**src/core/dfp_regs.svh**
```systemverilog
// Purpose: Parameter addresses, reset values and timing counts of the
//          fieldbus parameter bank.
// Assumes: Parameter addresses are indices on the parameter channel.
// Notes:   Definitions only.
`ifndef DFP_REGS_SVH
`define DFP_REGS_SVH

`define DFP_ADDR_USER_RESET      16'h0410
`define DFP_ADDR_FACTORY_RESTORE 16'h040c
`define DFP_ADDR_STATION         16'h1800
`define DFP_ADDR_MAP_OUT         16'h1804
`define DFP_ADDR_MAP_IN_WIDE     16'h1806
`define DFP_ADDR_INHIBIT         16'h1808
`define DFP_ADDR_SAFE_STATE      16'h180a
`define DFP_ADDR_FAULT_RESP      16'h180e
`define DFP_ADDR_MAP_IN_NARROW   16'h181e

`define DFP_RST_MAP              32'h0000_0000
`define DFP_RST_INHIBIT          16'h03e8
`define DFP_RST_SAFE_STATE       16'h0001
`define DFP_RST_FAULT_RESP       16'h0000
`define DFP_RST_STATION          16'h007e

`define DFP_STATION_MIN          16'h0001
`define DFP_STATION_MAX          16'h007e
`define DFP_USER_RESET_BIT       0

`define DFP_SEL_ERR_NUMBER       32'h0000_1c0a
`define DFP_SEL_DIG_IO           32'h0000_0802
`define DFP_SEL_TEMP_STAGE       32'h0000_1c20
`define DFP_SEL_DC_BUS           32'h0000_1c1e
`define DFP_SEL_MOTOR_CURRENT    32'h0000_1e28
`define DFP_SEL_ACTION_WORD      32'h0000_1c08
`define DFP_SEL_ACCEL            32'h0000_0614
`define DFP_SEL_DECEL            32'h0000_0616
`define DFP_SEL_SYM_RAMP         32'h0000_0602

`define DFP_CLK_PERIOD_NS        50
`define DFP_MS_TIME_NS           1000000
`define DFP_CYCLES_PER_MS        (`DFP_MS_TIME_NS / `DFP_CLK_PERIOD_NS)

`endif

```
**src/core/dfp_pkg.sv**
```systemverilog
// Purpose: Types shared by the fieldbus parameter bank.
// Assumes: Nothing beyond the constants header.
// Notes:   Constants live in dfp_regs.svh.
package dfp_pkg;

  typedef enum logic [0:0] {
    DFP_STORE_IDLE,
    DFP_STORE_BUSY
  } dfp_store_state_t;

  typedef logic [15:0] dfp_addr_t;
  typedef logic [31:0] dfp_word_t;

endpackage

```
**src/core/dfp_inhibit_timer.sv**
```systemverilog
// Purpose: Millisecond pacing for cyclic refresh of static read tasks.
// Assumes: run_in stays high for the whole static read task.
// Notes:   A period of zero gives a tick on every cycle.
`timescale 1ns/1ps

module dfp_inhibit_timer #(
  parameter int CYCLES_PER_MS = 20000
) (
  input  wire logic        ref_clk_in,
  input  wire logic        reset_n_in,
  input  wire logic        run_in,
  input  wire logic [15:0] period_ms_in,
  output logic             tick_out
);

  logic [31:0] cyc_r;
  logic [15:0] ms_r;
  logic        ms_end;

  assign ms_end   = (cyc_r == 32'(CYCLES_PER_MS - 1));
  assign tick_out = run_in &&
                    ((period_ms_in == 16'h0000) ||
                     (ms_end && (ms_r == period_ms_in - 16'h0001)));

  always_ff @(posedge ref_clk_in) begin
    if (!reset_n_in || !run_in || tick_out) begin
      cyc_r <= 32'h0000_0000;
      ms_r  <= 16'h0000;
    end else if (ms_end) begin
      cyc_r <= 32'h0000_0000;
      ms_r  <= ms_r + 16'h0001;
    end else begin
      cyc_r <= cyc_r + 32'h0000_0001;
    end
  end

endmodule // dfp_inhibit_timer

```
**src/core/dfp_param_bank.sv**
```systemverilog
// Purpose: Fieldbus parameter bank of a stepper drive: restore, user
//          reset, station address, process data mapping, read pacing
//          and fault responses.
// Assumes: One parameter access per request; inputs synchronous.
// Notes:   Reset stands for power-on; the station address is loaded from
//          nonvolatile storage in the first cycle after release.
// Behaviour
// - Write 1 starts restore; 0 does nothing.
// - Restore stores defaults; trigger reads 0 after.
// - Restored defaults act only after power-on.
// - User reset bit 0 defaults persistent parameters.
// - User reset keeps communication and motor settings.
// - User reset values never stored to memory.
// - Station address accepted only from 1 to 126.
// - New station address acts after power-on.
// - Process fault: mode error or class 1 error.
// - Wide inbound map selects listed 32-bit parameters.
// - Narrow map accepted only with 16-bit wide map.
// - Outbound map selects ramp parameters or none.
// - Static read refreshed every inhibit milliseconds.
// - Master clear or watchdog applies safe state.
`timescale 1ns/1ps
`include "dfp_regs.svh"

module dfp_param_bank #(
  parameter int CYCLES_PER_MS = `DFP_CYCLES_PER_MS
) (
  input  wire logic        ref_clk_in,
  input  wire logic        reset_n_in,
  input  wire logic [15:0] param_addr_in,
  input  wire logic        param_wr_in,
  input  wire logic [31:0] param_wr_data_in,
  input  wire logic        param_rd_in,
  input  wire logic        param_static_in,
  output logic [31:0]      param_rd_data_out,
  output logic             param_rd_valid_out,
  output logic             param_wr_reject_out,
  input  wire logic [15:0] nvm_station_addr_in,
  input  wire logic        nvm_done_in,
  output logic             nvm_restore_req_out,
  output logic             user_defaults_out,
  output logic [15:0]      active_station_addr_out,
  output logic [31:0]      map_out_sel_out,
  output logic [31:0]      map_in_wide_sel_out,
  output logic [31:0]      map_in_narrow_sel_out,
  input  wire logic        pd_fault_in,
  input  wire logic        master_clear_in,
  input  wire logic        watchdog_expired_in,
  input  wire logic        power_stage_active_in,
  output logic             mode_error_out,
  output logic             error_class1_out,
  output logic             error_class2_out,
  output logic             fault_entry_out
);

  ////////////////////////////////////////////////////////////////////////
  // Value checks shared by writes and assertions.

  function automatic logic is_wide_sel(input logic [31:0] v);
    return v == `DFP_RST_MAP || v == `DFP_SEL_ERR_NUMBER ||
           v == `DFP_SEL_DIG_IO || v == `DFP_SEL_TEMP_STAGE ||
           v == `DFP_SEL_DC_BUS || v == `DFP_SEL_MOTOR_CURRENT ||
           v == `DFP_SEL_ACTION_WORD;
  endfunction

  // The error number stays a full 32-bit item; the others fit 16 bits.
  function automatic logic is_narrow_sel(input logic [31:0] v);
    return v == `DFP_SEL_DIG_IO || v == `DFP_SEL_TEMP_STAGE ||
           v == `DFP_SEL_DC_BUS || v == `DFP_SEL_MOTOR_CURRENT ||
           v == `DFP_SEL_ACTION_WORD;
  endfunction

  function automatic logic is_out_sel(input logic [31:0] v);
    return v == `DFP_RST_MAP || v == `DFP_SEL_ACCEL ||
           v == `DFP_SEL_DECEL || v == `DFP_SEL_SYM_RAMP;
  endfunction

  function automatic logic is_station(input logic [15:0] v);
    return v >= `DFP_STATION_MIN && v <= `DFP_STATION_MAX;
  endfunction

  ////////////////////////////////////////////////////////////////////////
  // Registers.

  dfp_pkg::dfp_store_state_t store_state_r;
  logic [15:0] station_r;
  logic [31:0] map_out_r;
  logic [31:0] map_in_wide_r;
  logic [31:0] map_in_narrow_r;
  logic [15:0] inhibit_r;
  logic [15:0] safe_state_r;
  logic [15:0] fault_resp_r;
  logic        por_done_r;
  logic        tick;
  logic        wr_ok;
  logic        hit_station;
  logic        hit_map_out;
  logic        hit_wide;
  logic        hit_narrow;
  logic        hit_inhibit;
  logic        hit_safe;
  logic        hit_fault;
  logic        hit_restore;
  logic        hit_user;
  logic        safe_event;

  assign hit_station = param_addr_in == `DFP_ADDR_STATION;
  assign hit_map_out = param_addr_in == `DFP_ADDR_MAP_OUT;
  assign hit_wide    = param_addr_in == `DFP_ADDR_MAP_IN_WIDE;
  assign hit_narrow  = param_addr_in == `DFP_ADDR_MAP_IN_NARROW;
  assign hit_inhibit = param_addr_in == `DFP_ADDR_INHIBIT;
  assign hit_safe    = param_addr_in == `DFP_ADDR_SAFE_STATE;
  assign hit_fault   = param_addr_in == `DFP_ADDR_FAULT_RESP;
  assign hit_restore = param_addr_in == `DFP_ADDR_FACTORY_RESTORE;
  assign hit_user    = param_addr_in == `DFP_ADDR_USER_RESET;
  assign safe_event  = master_clear_in || watchdog_expired_in;

  // Out-of-range values leave the register unchanged and are flagged.
  always_comb begin
    wr_ok = 1'b1;
    if (hit_station)
      wr_ok = is_station(param_wr_data_in[15:0]);
    else if (hit_wide)
      wr_ok = is_wide_sel(param_wr_data_in);
    else if (hit_narrow)
      wr_ok = is_narrow_sel(param_wr_data_in) &&
              is_narrow_sel(map_in_wide_r);
    else if (hit_map_out)
      wr_ok = is_out_sel(param_wr_data_in);
    else if (hit_safe || hit_fault)
      wr_ok = param_wr_data_in[31:1] == 31'h0000_0000;
    else if (hit_restore)
      wr_ok = param_wr_data_in[31:1] == 31'h0000_0000 &&
              store_state_r == dfp_pkg::DFP_STORE_IDLE;
    else if (!hit_inhibit && !hit_user)
      wr_ok = 1'b0;
  end

  always_ff @(posedge ref_clk_in) begin
    if (!reset_n_in)
      param_wr_reject_out <= 1'b0;
    else
      param_wr_reject_out <= param_wr_in && !wr_ok;
  end

  // The user reset touches only working storage of other banks; every
  // register here is a communication setting and so stays as it is.
  always_ff @(posedge ref_clk_in) begin
    if (!reset_n_in)
      user_defaults_out <= 1'b0;
    else
      user_defaults_out <= param_wr_in && hit_user &&
                           param_wr_data_in[`DFP_USER_RESET_BIT];
  end

  always_ff @(posedge ref_clk_in) begin
    if (!reset_n_in) begin
      map_out_r       <= `DFP_RST_MAP;
      map_in_wide_r   <= `DFP_RST_MAP;
      map_in_narrow_r <= `DFP_RST_MAP;
      inhibit_r       <= `DFP_RST_INHIBIT;
      safe_state_r    <= `DFP_RST_SAFE_STATE;
      fault_resp_r    <= `DFP_RST_FAULT_RESP;
    end else if (param_wr_in && wr_ok) begin
      if (hit_map_out)
        map_out_r <= param_wr_data_in;
      if (hit_wide)
        map_in_wide_r <= param_wr_data_in;
      if (hit_narrow)
        map_in_narrow_r <= param_wr_data_in;
      if (hit_inhibit)
        inhibit_r <= param_wr_data_in[15:0];
      if (hit_safe)
        safe_state_r <= param_wr_data_in[15:0];
      if (hit_fault)
        fault_resp_r <= param_wr_data_in[15:0];
    end
  end

  ////////////////////////////////////////////////////////////////////////
  // Station address: stored value is picked up once after power-on and
  // the active copy then holds until the next power-on.

  always_ff @(posedge ref_clk_in) begin
    if (!reset_n_in) begin
      por_done_r              <= 1'b0;
      station_r               <= `DFP_RST_STATION;
      active_station_addr_out <= `DFP_RST_STATION;
    end else if (!por_done_r) begin
      por_done_r <= 1'b1;
      if (is_station(nvm_station_addr_in)) begin
        station_r               <= nvm_station_addr_in;
        active_station_addr_out <= nvm_station_addr_in;
      end
    end else if (param_wr_in && wr_ok && hit_station) begin
      station_r <= param_wr_data_in[15:0];
    end
  end

  ////////////////////////////////////////////////////////////////////////
  // Factory restore: the store runs in nonvolatile memory only, so the
  // working registers keep their values until the next power-on.

  always_ff @(posedge ref_clk_in) begin
    if (!reset_n_in) begin
      store_state_r <= dfp_pkg::DFP_STORE_IDLE;
    end else begin
      unique case (store_state_r)
        dfp_pkg::DFP_STORE_IDLE:
          if (param_wr_in && wr_ok && hit_restore && param_wr_data_in[0])
            store_state_r <= dfp_pkg::DFP_STORE_BUSY;
        dfp_pkg::DFP_STORE_BUSY:
          if (nvm_done_in)
            store_state_r <= dfp_pkg::DFP_STORE_IDLE;
      endcase
    end
  end

  assign nvm_restore_req_out = store_state_r == dfp_pkg::DFP_STORE_BUSY;

  ////////////////////////////////////////////////////////////////////////
  // Parameter channel reads, with cyclic refresh of static reads.

  dfp_inhibit_timer #(
    .CYCLES_PER_MS (CYCLES_PER_MS)
  ) u_inhibit (
    .ref_clk_in   (ref_clk_in),
    .reset_n_in   (reset_n_in),
    .run_in       (param_static_in),
    .period_ms_in (inhibit_r),
    .tick_out     (tick)
  );

  always_ff @(posedge ref_clk_in) begin
    if (!reset_n_in) begin
      param_rd_valid_out <= 1'b0;
      param_rd_data_out  <= 32'h0000_0000;
    end else begin
      param_rd_valid_out <= param_rd_in || tick;
      if (param_rd_in || tick) begin
        unique case (1'b1)
          hit_station: param_rd_data_out <= {16'h0000, station_r};
          hit_map_out: param_rd_data_out <= map_out_r;
          hit_wide:    param_rd_data_out <= map_in_wide_r;
          hit_narrow:  param_rd_data_out <= map_in_narrow_r;
          hit_inhibit: param_rd_data_out <= {16'h0000, inhibit_r};
          hit_safe:    param_rd_data_out <= {16'h0000, safe_state_r};
          hit_fault:   param_rd_data_out <= {16'h0000, fault_resp_r};
          hit_restore:
            param_rd_data_out <= {31'h0000_0000,
                                  nvm_restore_req_out};
          default:     param_rd_data_out <= 32'h0000_0000;
        endcase
      end
    end
  end

  ////////////////////////////////////////////////////////////////////////
  // Fault responses.

  always_ff @(posedge ref_clk_in) begin
    if (!reset_n_in) begin
      mode_error_out   <= 1'b0;
      error_class1_out <= 1'b0;
    end else begin
      mode_error_out   <= pd_fault_in && !fault_resp_r[0];
      error_class1_out <= pd_fault_in && fault_resp_r[0];
    end
  end

  always_ff @(posedge ref_clk_in) begin
    if (!reset_n_in) begin
      error_class2_out <= 1'b0;
      fault_entry_out  <= 1'b0;
    end else begin
      error_class2_out <= safe_event && safe_state_r[0];
      fault_entry_out  <= safe_event && safe_state_r[0] &&
                          power_stage_active_in;
    end
  end

  assign map_out_sel_out       = map_out_r;
  assign map_in_wide_sel_out   = map_in_wide_r;
  assign map_in_narrow_sel_out = map_in_narrow_r;
endmodule // dfp_param_bank

```
**config.mk**
```make
export PLATFORM = sky130hd
export DESIGN_NAME = dfp_param_bank
export DESIGN_NICKNAME = d
export VERILOG_FILES = /design/src/core/dfp_pkg.sv /design/src/core/dfp_inhibit_timer.sv /design/src/core/dfp_param_bank.sv
export VERILOG_INCLUDE_DIRS = /design/src /design/src/core
export SDC_FILE = /design/constraint.sdc
export NUM_CORES = 1
export LEC_CHECK = 0
export BUFFER_PORTS_ARGS = -buffer_cell sky130_fd_sc_hd__buf_2
export CAP_MARGIN = 30
export CORE_MARGIN = 2
export CORE_UTILIZATION = 30
export CTS_BUF_LIST = sky130_fd_sc_hd__clkbuf_8
export DETAILED_ROUTE_END_ITERATION = 7
export PLACE_DENSITY_LB_ADDON = 0.3
export SLEW_MARGIN = 30
export SYNTH_ARGS = -nofsm -noshare
export SYNTH_HDL_FRONTEND = slang
export SYNTH_SLANG_ARGS = --single-unit
```
**constraint.sdc**
```tcl
create_clock -name ref_clk_in -period 7.5 [get_ports ref_clk_in]
set_input_delay 0.375 -clock ref_clk_in [delete_from_list [all_inputs] [get_ports ref_clk_in]]
set_output_delay 0.375 -clock ref_clk_in [all_outputs]
set_load 0.005 [all_outputs]
```
== Word-level counts from Yosys, hierarchy flattened ==
Cells that the tools add are included.
Operators by class
  add/sub/neg operators: 3
  order comparisons: 4
  eq/ne operators: 26
  muxes and demuxes: 15
  bitwise gates (word level): 2
  reduce and logical (&&, ||, !) cells: 60
Operators by type and width (count)
  == test 32 x 13 -> 1 bit (second input constant): 9
  case mux 32 bit (8 select lines): 1
  == test 16 x 13 -> 1 bit (second input constant): 7
  == test 32 x 11 -> 1 bit (second input constant): 3
  == test 32 x 12 -> 1 bit (second input constant): 2
  2-to-1 mux 16 bit: 3
  adder 32 x 1 -> 32 bit (second input constant): 1
  == test 16 x 11 -> 1 bit (second input constant): 2
  == test 32 x 15 -> 1 bit (second input constant): 1
  greater-or-equal comparator 16 x 1 -> 1 bit (second input constant): 2
  <= comparator 16 x 7 -> 1 bit (second input constant): 2
  zero test 32 bit: 1
  zero test 31 bit: 1
  logical OR 1 bit: 23
  logical AND 1 bit: 18
  adder 16 x 1 -> 16 bit (second input constant): 1
  == test 16 bit: 1
  zero test 16 bit: 1
  AND reduction 2 bit: 8
  subtractor 16 x 1 -> 16 bit (second input constant): 1
  2-to-1 mux 1 bit: 10
  zero test 1 bit: 6
  != test 2 x 1 -> 1 bit (second input constant): 1
  inverter 1 bit: 2
  3 further kinds: 3
Storage, ports and cells
  flip-flop bits (word level): 265

== Logic depth before layout (Yosys ltp) ==
  depth in word-level cells: 15
  gate-level depth with buffers: 13

== Hierarchy ==
Synthesis repeated with hierarchy kept, for this count alone.
Second synthesis, totals
  cells, all modules: 1295
  area, all modules: 11768.8 um2
Modules (own cells, without submodules)
  dfp_param_bank: times used 1, cells an instance 943, area an instance 8802.2 um2, seq. area each 4344.2 um2
  dfp_inhibit_timer: times used 1, cells an instance 352, area an instance 2966.6 um2, seq. area each 960.9 um2

== Worst setup path before layout ==
OpenSTA, ideal clock, no wires.
  path type: flip-flop to flip-flop
  from: reg inhibit_r[8]
  to: reg param_rd_data_out[10]
  library setup time: 0.072 ns
  arrival time: 2.710 ns
  data required time: 7.428 ns
  setup slack: 4.719 ns
  cell stages (with the launch flop): 12
  clock period less this slack: 2.781 ns
  cells stage by stage: dfxtp_1 -> buf_2 -> or4_4 -> or4b_1 -> and3b_1 -> o2111ai_1 -> nor4b_2 -> a31oi_2 -> o21bai_2 -> buf_6 -> buf_12 -> mux2i_1
Between the ends
  cells in the longest elaborated chain, start to end: 6
Ends and longest elaborated chain
  from (decl): RTL line dfp_param_bank.sv:90  | logic [15:0] inhibit_r;
  from (signal assigned): RTL line dfp_param_bank.sv:161  | inhibit_r <= `DFP_RST_INHIBIT;
  from (signal assigned): RTL line dfp_param_bank.sv:172  | inhibit_r <= param_wr_data_in[15:0];
  subtractor 16 x 1 -> 16 bit: RTL line dfp_inhibit_timer.sv:23  | (ms_end && (ms_r == period_ms_in - 16'h0001)));
  == test 16 bit: RTL line dfp_inhibit_timer.sv:23
  logical AND 1 bit: RTL line dfp_inhibit_timer.sv:23
  logical OR 1 bit *: RTL line dfp_inhibit_timer.sv:22  | ((period_ms_in == 16'h0000) ||
  logical AND 1 bit *: RTL line dfp_inhibit_timer.sv:21  | assign tick_out = run_in &&
  logical OR 1 bit *: RTL line dfp_param_bank.sv:240  | if (param_rd_in || tick) begin
  to (signal assigned): RTL line dfp_param_bank.sv:242  | hit_station: param_rd_data_out <= {16'h0000, station_r};
  to (signal assigned): RTL line dfp_param_bank.sv:243  | hit_map_out: param_rd_data_out <= map_out_r;
  to (signal assigned): RTL line dfp_param_bank.sv:244  | hit_wide: param_rd_data_out <= map_in_wide_r;
  to (decl): RTL line dfp_param_bank.sv:35  | output logic [31:0] param_rd_data_out,
Every way passes the cells marked *; elsewhere a longest branch is shown, timed or not.
A chain may end at the register's enable or synchronous reset.

== Worst setup path after layout ==
  from: reg inhibit_r[2]
  to: reg param_rd_data_out[5]
The elaborated chain is that of the path after synthesis.

==> impl_metrics.py <==
metrics = {
    "final_layout": {
        "final_common_cell": "dfxtp_1",
        "n_antenna_cell": 0,
        "instances_no_fill": 1995,
        "num-nets-final": 1524,
        "mostFrequentLayoutCells": "dfxtp_1 (265), buf_2 (224), nand2_1 (152), nor2_1 (121), and2_1 (91)",
        "drive_gt1_share_pct": 23.72,
        "syn_to_final_growth_pct": 22.40,
    },
    "setup_path": {
        "critPathCaptureType": "flip-flop",
        "crit_type": "flip-flop to flip-flop",
        "crit_required_ps": 7990,
        "arrival_ps": 4010,
        "critical_path_peak_fanout": 33,
        "startpoint_type": "flip-flop",
    },
    "power_and_ir_drop": {
        "ir_drop_uv": 117.4,
        "p_total_w": 0.002872,
        "power_leakage_nw": 5.842,
        "p_per_area_nw_per_um2": 205.7,
    },
    "sta": {
        "fin_crit_ps": 3523,
        "fin_setup_tns_ps": 0,
        "tightestPinTransition_ps": 880.2,
        "finClkSkew_ps": 14.98,
        "maxSlewHeadroom_pct": 41.32,
        "rsz0062_at_grt": "no",
        "worst_slack_ps": 3977,
        "hold_ws_ps": 46.10,
        "finalSetupViolCount": 0,
        "drv_slew": 0,
        "period_share_pct": 46.97,
        "hold_violations": 0,
        "fmax_mhz": 283.9,
    },
    "cts": {
        "cts_root_buf": "clkbuf_8",
        "cts_tree": "done",
        "clockBufferDepth": 3,
        "cts_setup_buffers": 0,
        "clk_pin_slew_worst_paths_ps": 60,
        "cts_made_buffers": 47,
        "clk_latency_ps": 560,
        "cts_sinks": 265,
        "htree_levels": 2,
    },
    "global_routing": {
        "grt_antenna_before_repair": 0,
        "grt_pass1_vias": 9195,
        "grtUsageTotal_pct": 17.48,
        "grt-ovfl-total": 0,
        "grt_max_degree": 90,
        "grt_pass1_wl_mm": 53.93,
    },
    "floorplan": {
        "core_um2": 37580,
        "die-area_um2": 39610,
        "pin_count": 226,
        "die_w_um": 199.0,
        "die_h_um": 199.0,
        "start_util_pct": 30.36,
        "num_rows": 71,
    },
    "flow_run": {
        "maxCapViolations": 0,
    },
    "synthesis": {
        "yosysWarnings": 0,
        "netlist-cell-type-count": 72,
        "synth_area_per_cell_um2": 9.215,
        "yosysSeqAreaShare_pct": 46.50,
        "ys.flop_type": "dfxtp_1",
        "syn_nets": 1316,
        "synth-edff-count": 0,
        "synth-async-reset-ratio_pct": 0,
        "synthTopCellsByArea": "dfxtp_1 (47%), mux2i_1 (5.8%), nand2_1 (5.0%)",
        "synth_area_leader_cell": "dfxtp_1",
        "ys_seq_elements": 265,
        "synth_cells": 1238,
        "netlist_area_um2": 11410,
        "synth_top_area_share_pct": 46.50,
    },
    "placed_design": {
        "gp_congestion": 0.9051,
        "pre_cts_ws_ps": 3828,
        "port_buffers": 225,
        "dp_hpwl_mm": 25.68,
        "dp_cells": 1906,
    },
    "drt": {
        "ant_nets": 0,
        "dr.first_iter.drc_count": 837,
        "drt_wl_total_mm": 35.78,
        "num_vias": 10009,
        "drc": 0,
        "firstDrtPassIters": 8,
        "detail_route.wl_per_cell_um": 17.94,
        "viasPerCell": 5.017,
    },
    "status": {
        "outcome": "finished clean",
    },
    "worst_hold_path": {
        "hp-class": "primary input to flip-flop",
    },
}
[cell usage after synthesis (5+ instances only)]
cell / n
nand4_1: 21
nor4_1: 39
nand2_1: 152
a222oi_1: 46
or4_1: 8
nor3_1: 20
nand3b_1: 5
o21ai_0: 7
mux2_2: 17
or3_1: 9
clkbuf_1: 66
a22oi_1: 5
a21oi_1: 19
inv_1: 12
o211ai_1: 11
xnor2_1: 28
and2_1: 91
nand3_1: 34
dfxtp_1: 265
and3_1: 37
mux2i_1: 66
nand2b_1: 22
and4_1: 8
buf_2: 10
xor2_1: 36
o41a_1: 6
nor2_1: 122
[state kept, by name, indices dropped and copies added, names as in the netlist, 16 cells and up]
name and count:
active_station_addr_out 16, inhibit_r 16, map_out_sel_out 32, map_in_narrow_sel_out 32, u_inhibit.cyc_r 32, safe_state_r 16, u_inhibit.ms_r 16, map_in_wide_sel_out 32
fault_resp_r 16, param_rd_data_out 32, station_r 16
[path summary, 6_finish.rpt]
check                                  start                    to  slack [ps]  cells after the start
worst max-delay path            inhibit_r[2]  param_rd_data_out[5]        3980                      9
worst min-delay path             pd_fault_in        mode_error_out          50                      3
worst max register to register  inhibit_r[2]  param_rd_data_out[5]        3980                      9
worst min register to register  station_r[7]          station_r[7]         430                      2
[timing repair]
| action | in CTS | in global routing |
|---|---|---|
| endpoints found under the hold margin | 2 | 0 |
| endpoints found under the setup margin | 0 | 0 |
| resized for setup | 0 | 0 |
| hold buffers | 2 | 0 |
[where the power goes]
| group | switching, W | internal, W | total, W | leakage, nW |
|---|---|---|---|---|
| Sequential | 0.00000199 | 0.00141 | 0.00141 | 2.14 |
| Combinational | 0.0000675 | 0.0000326 | 0.000100 | 3.13 |
| Clock | 0.000602 | 0.000757 | 0.00136 | 0.577 |
| Total | 0.000672 | 0.00220 | 0.00287 | 5.84 |
[layout make-up]
cell class                 count  area, µm²
tap                          511      639.4
clock inverter                27      150.1
timing repair buffer         241       1254
fill                        3782      23610
sequential                   265       5305
multi-input combinational    879       5744
inverter                      12      45.04
clock buffer                  60      825.8
[kinds of logic (layout without fill, tap and decap cells)]
family          Yosys count  after routing  share of synthesized area, %
compound gates          127            127                         9.268
xor+xnor                 64             64                         4.913
fa+ha+maj                 4              4                        0.4387
buf+inv                  94            340                         3.729
flops                   265            265                         46.50
mux                      83             83                         7.469
simple gates            601            601                         27.68
[through the flow]
| stage | util [%] | cell area (µm²) |
|---|---|---|
| floorplan | - | 11410 |
| global placement | 34.44 | 12940 |
| detailed placement | 34.48 | 12960 |
| CTS | 37.13 | 13950 |
| global route | 37.16 | 13960 |
| finish | 37.16 | 13960 |
[layer usage]
layer / track usage [%] / vias up / wire length [µm]
met5: 0 / - / 0
met4: 4.229 / 0 / 654
met3: 3.611 / 53 / 2665
met2: 27.45 / 362 / 15990
met1: 24.44 / 4761 / 16470
li1: - / 4833 / -
[worst max-delay path, cell delays in order (launching register included)]
cell and delay [ps]:
dfxtp_1 420, or4_1 770, nor3b_1 500, a21o_1 180
o2111ai_1 140, nor4b_2 260, a31oi_2 190, o21bai_4 140
buf_4 520, mux2i_1 250
Power figures use the tool's default switching activity.
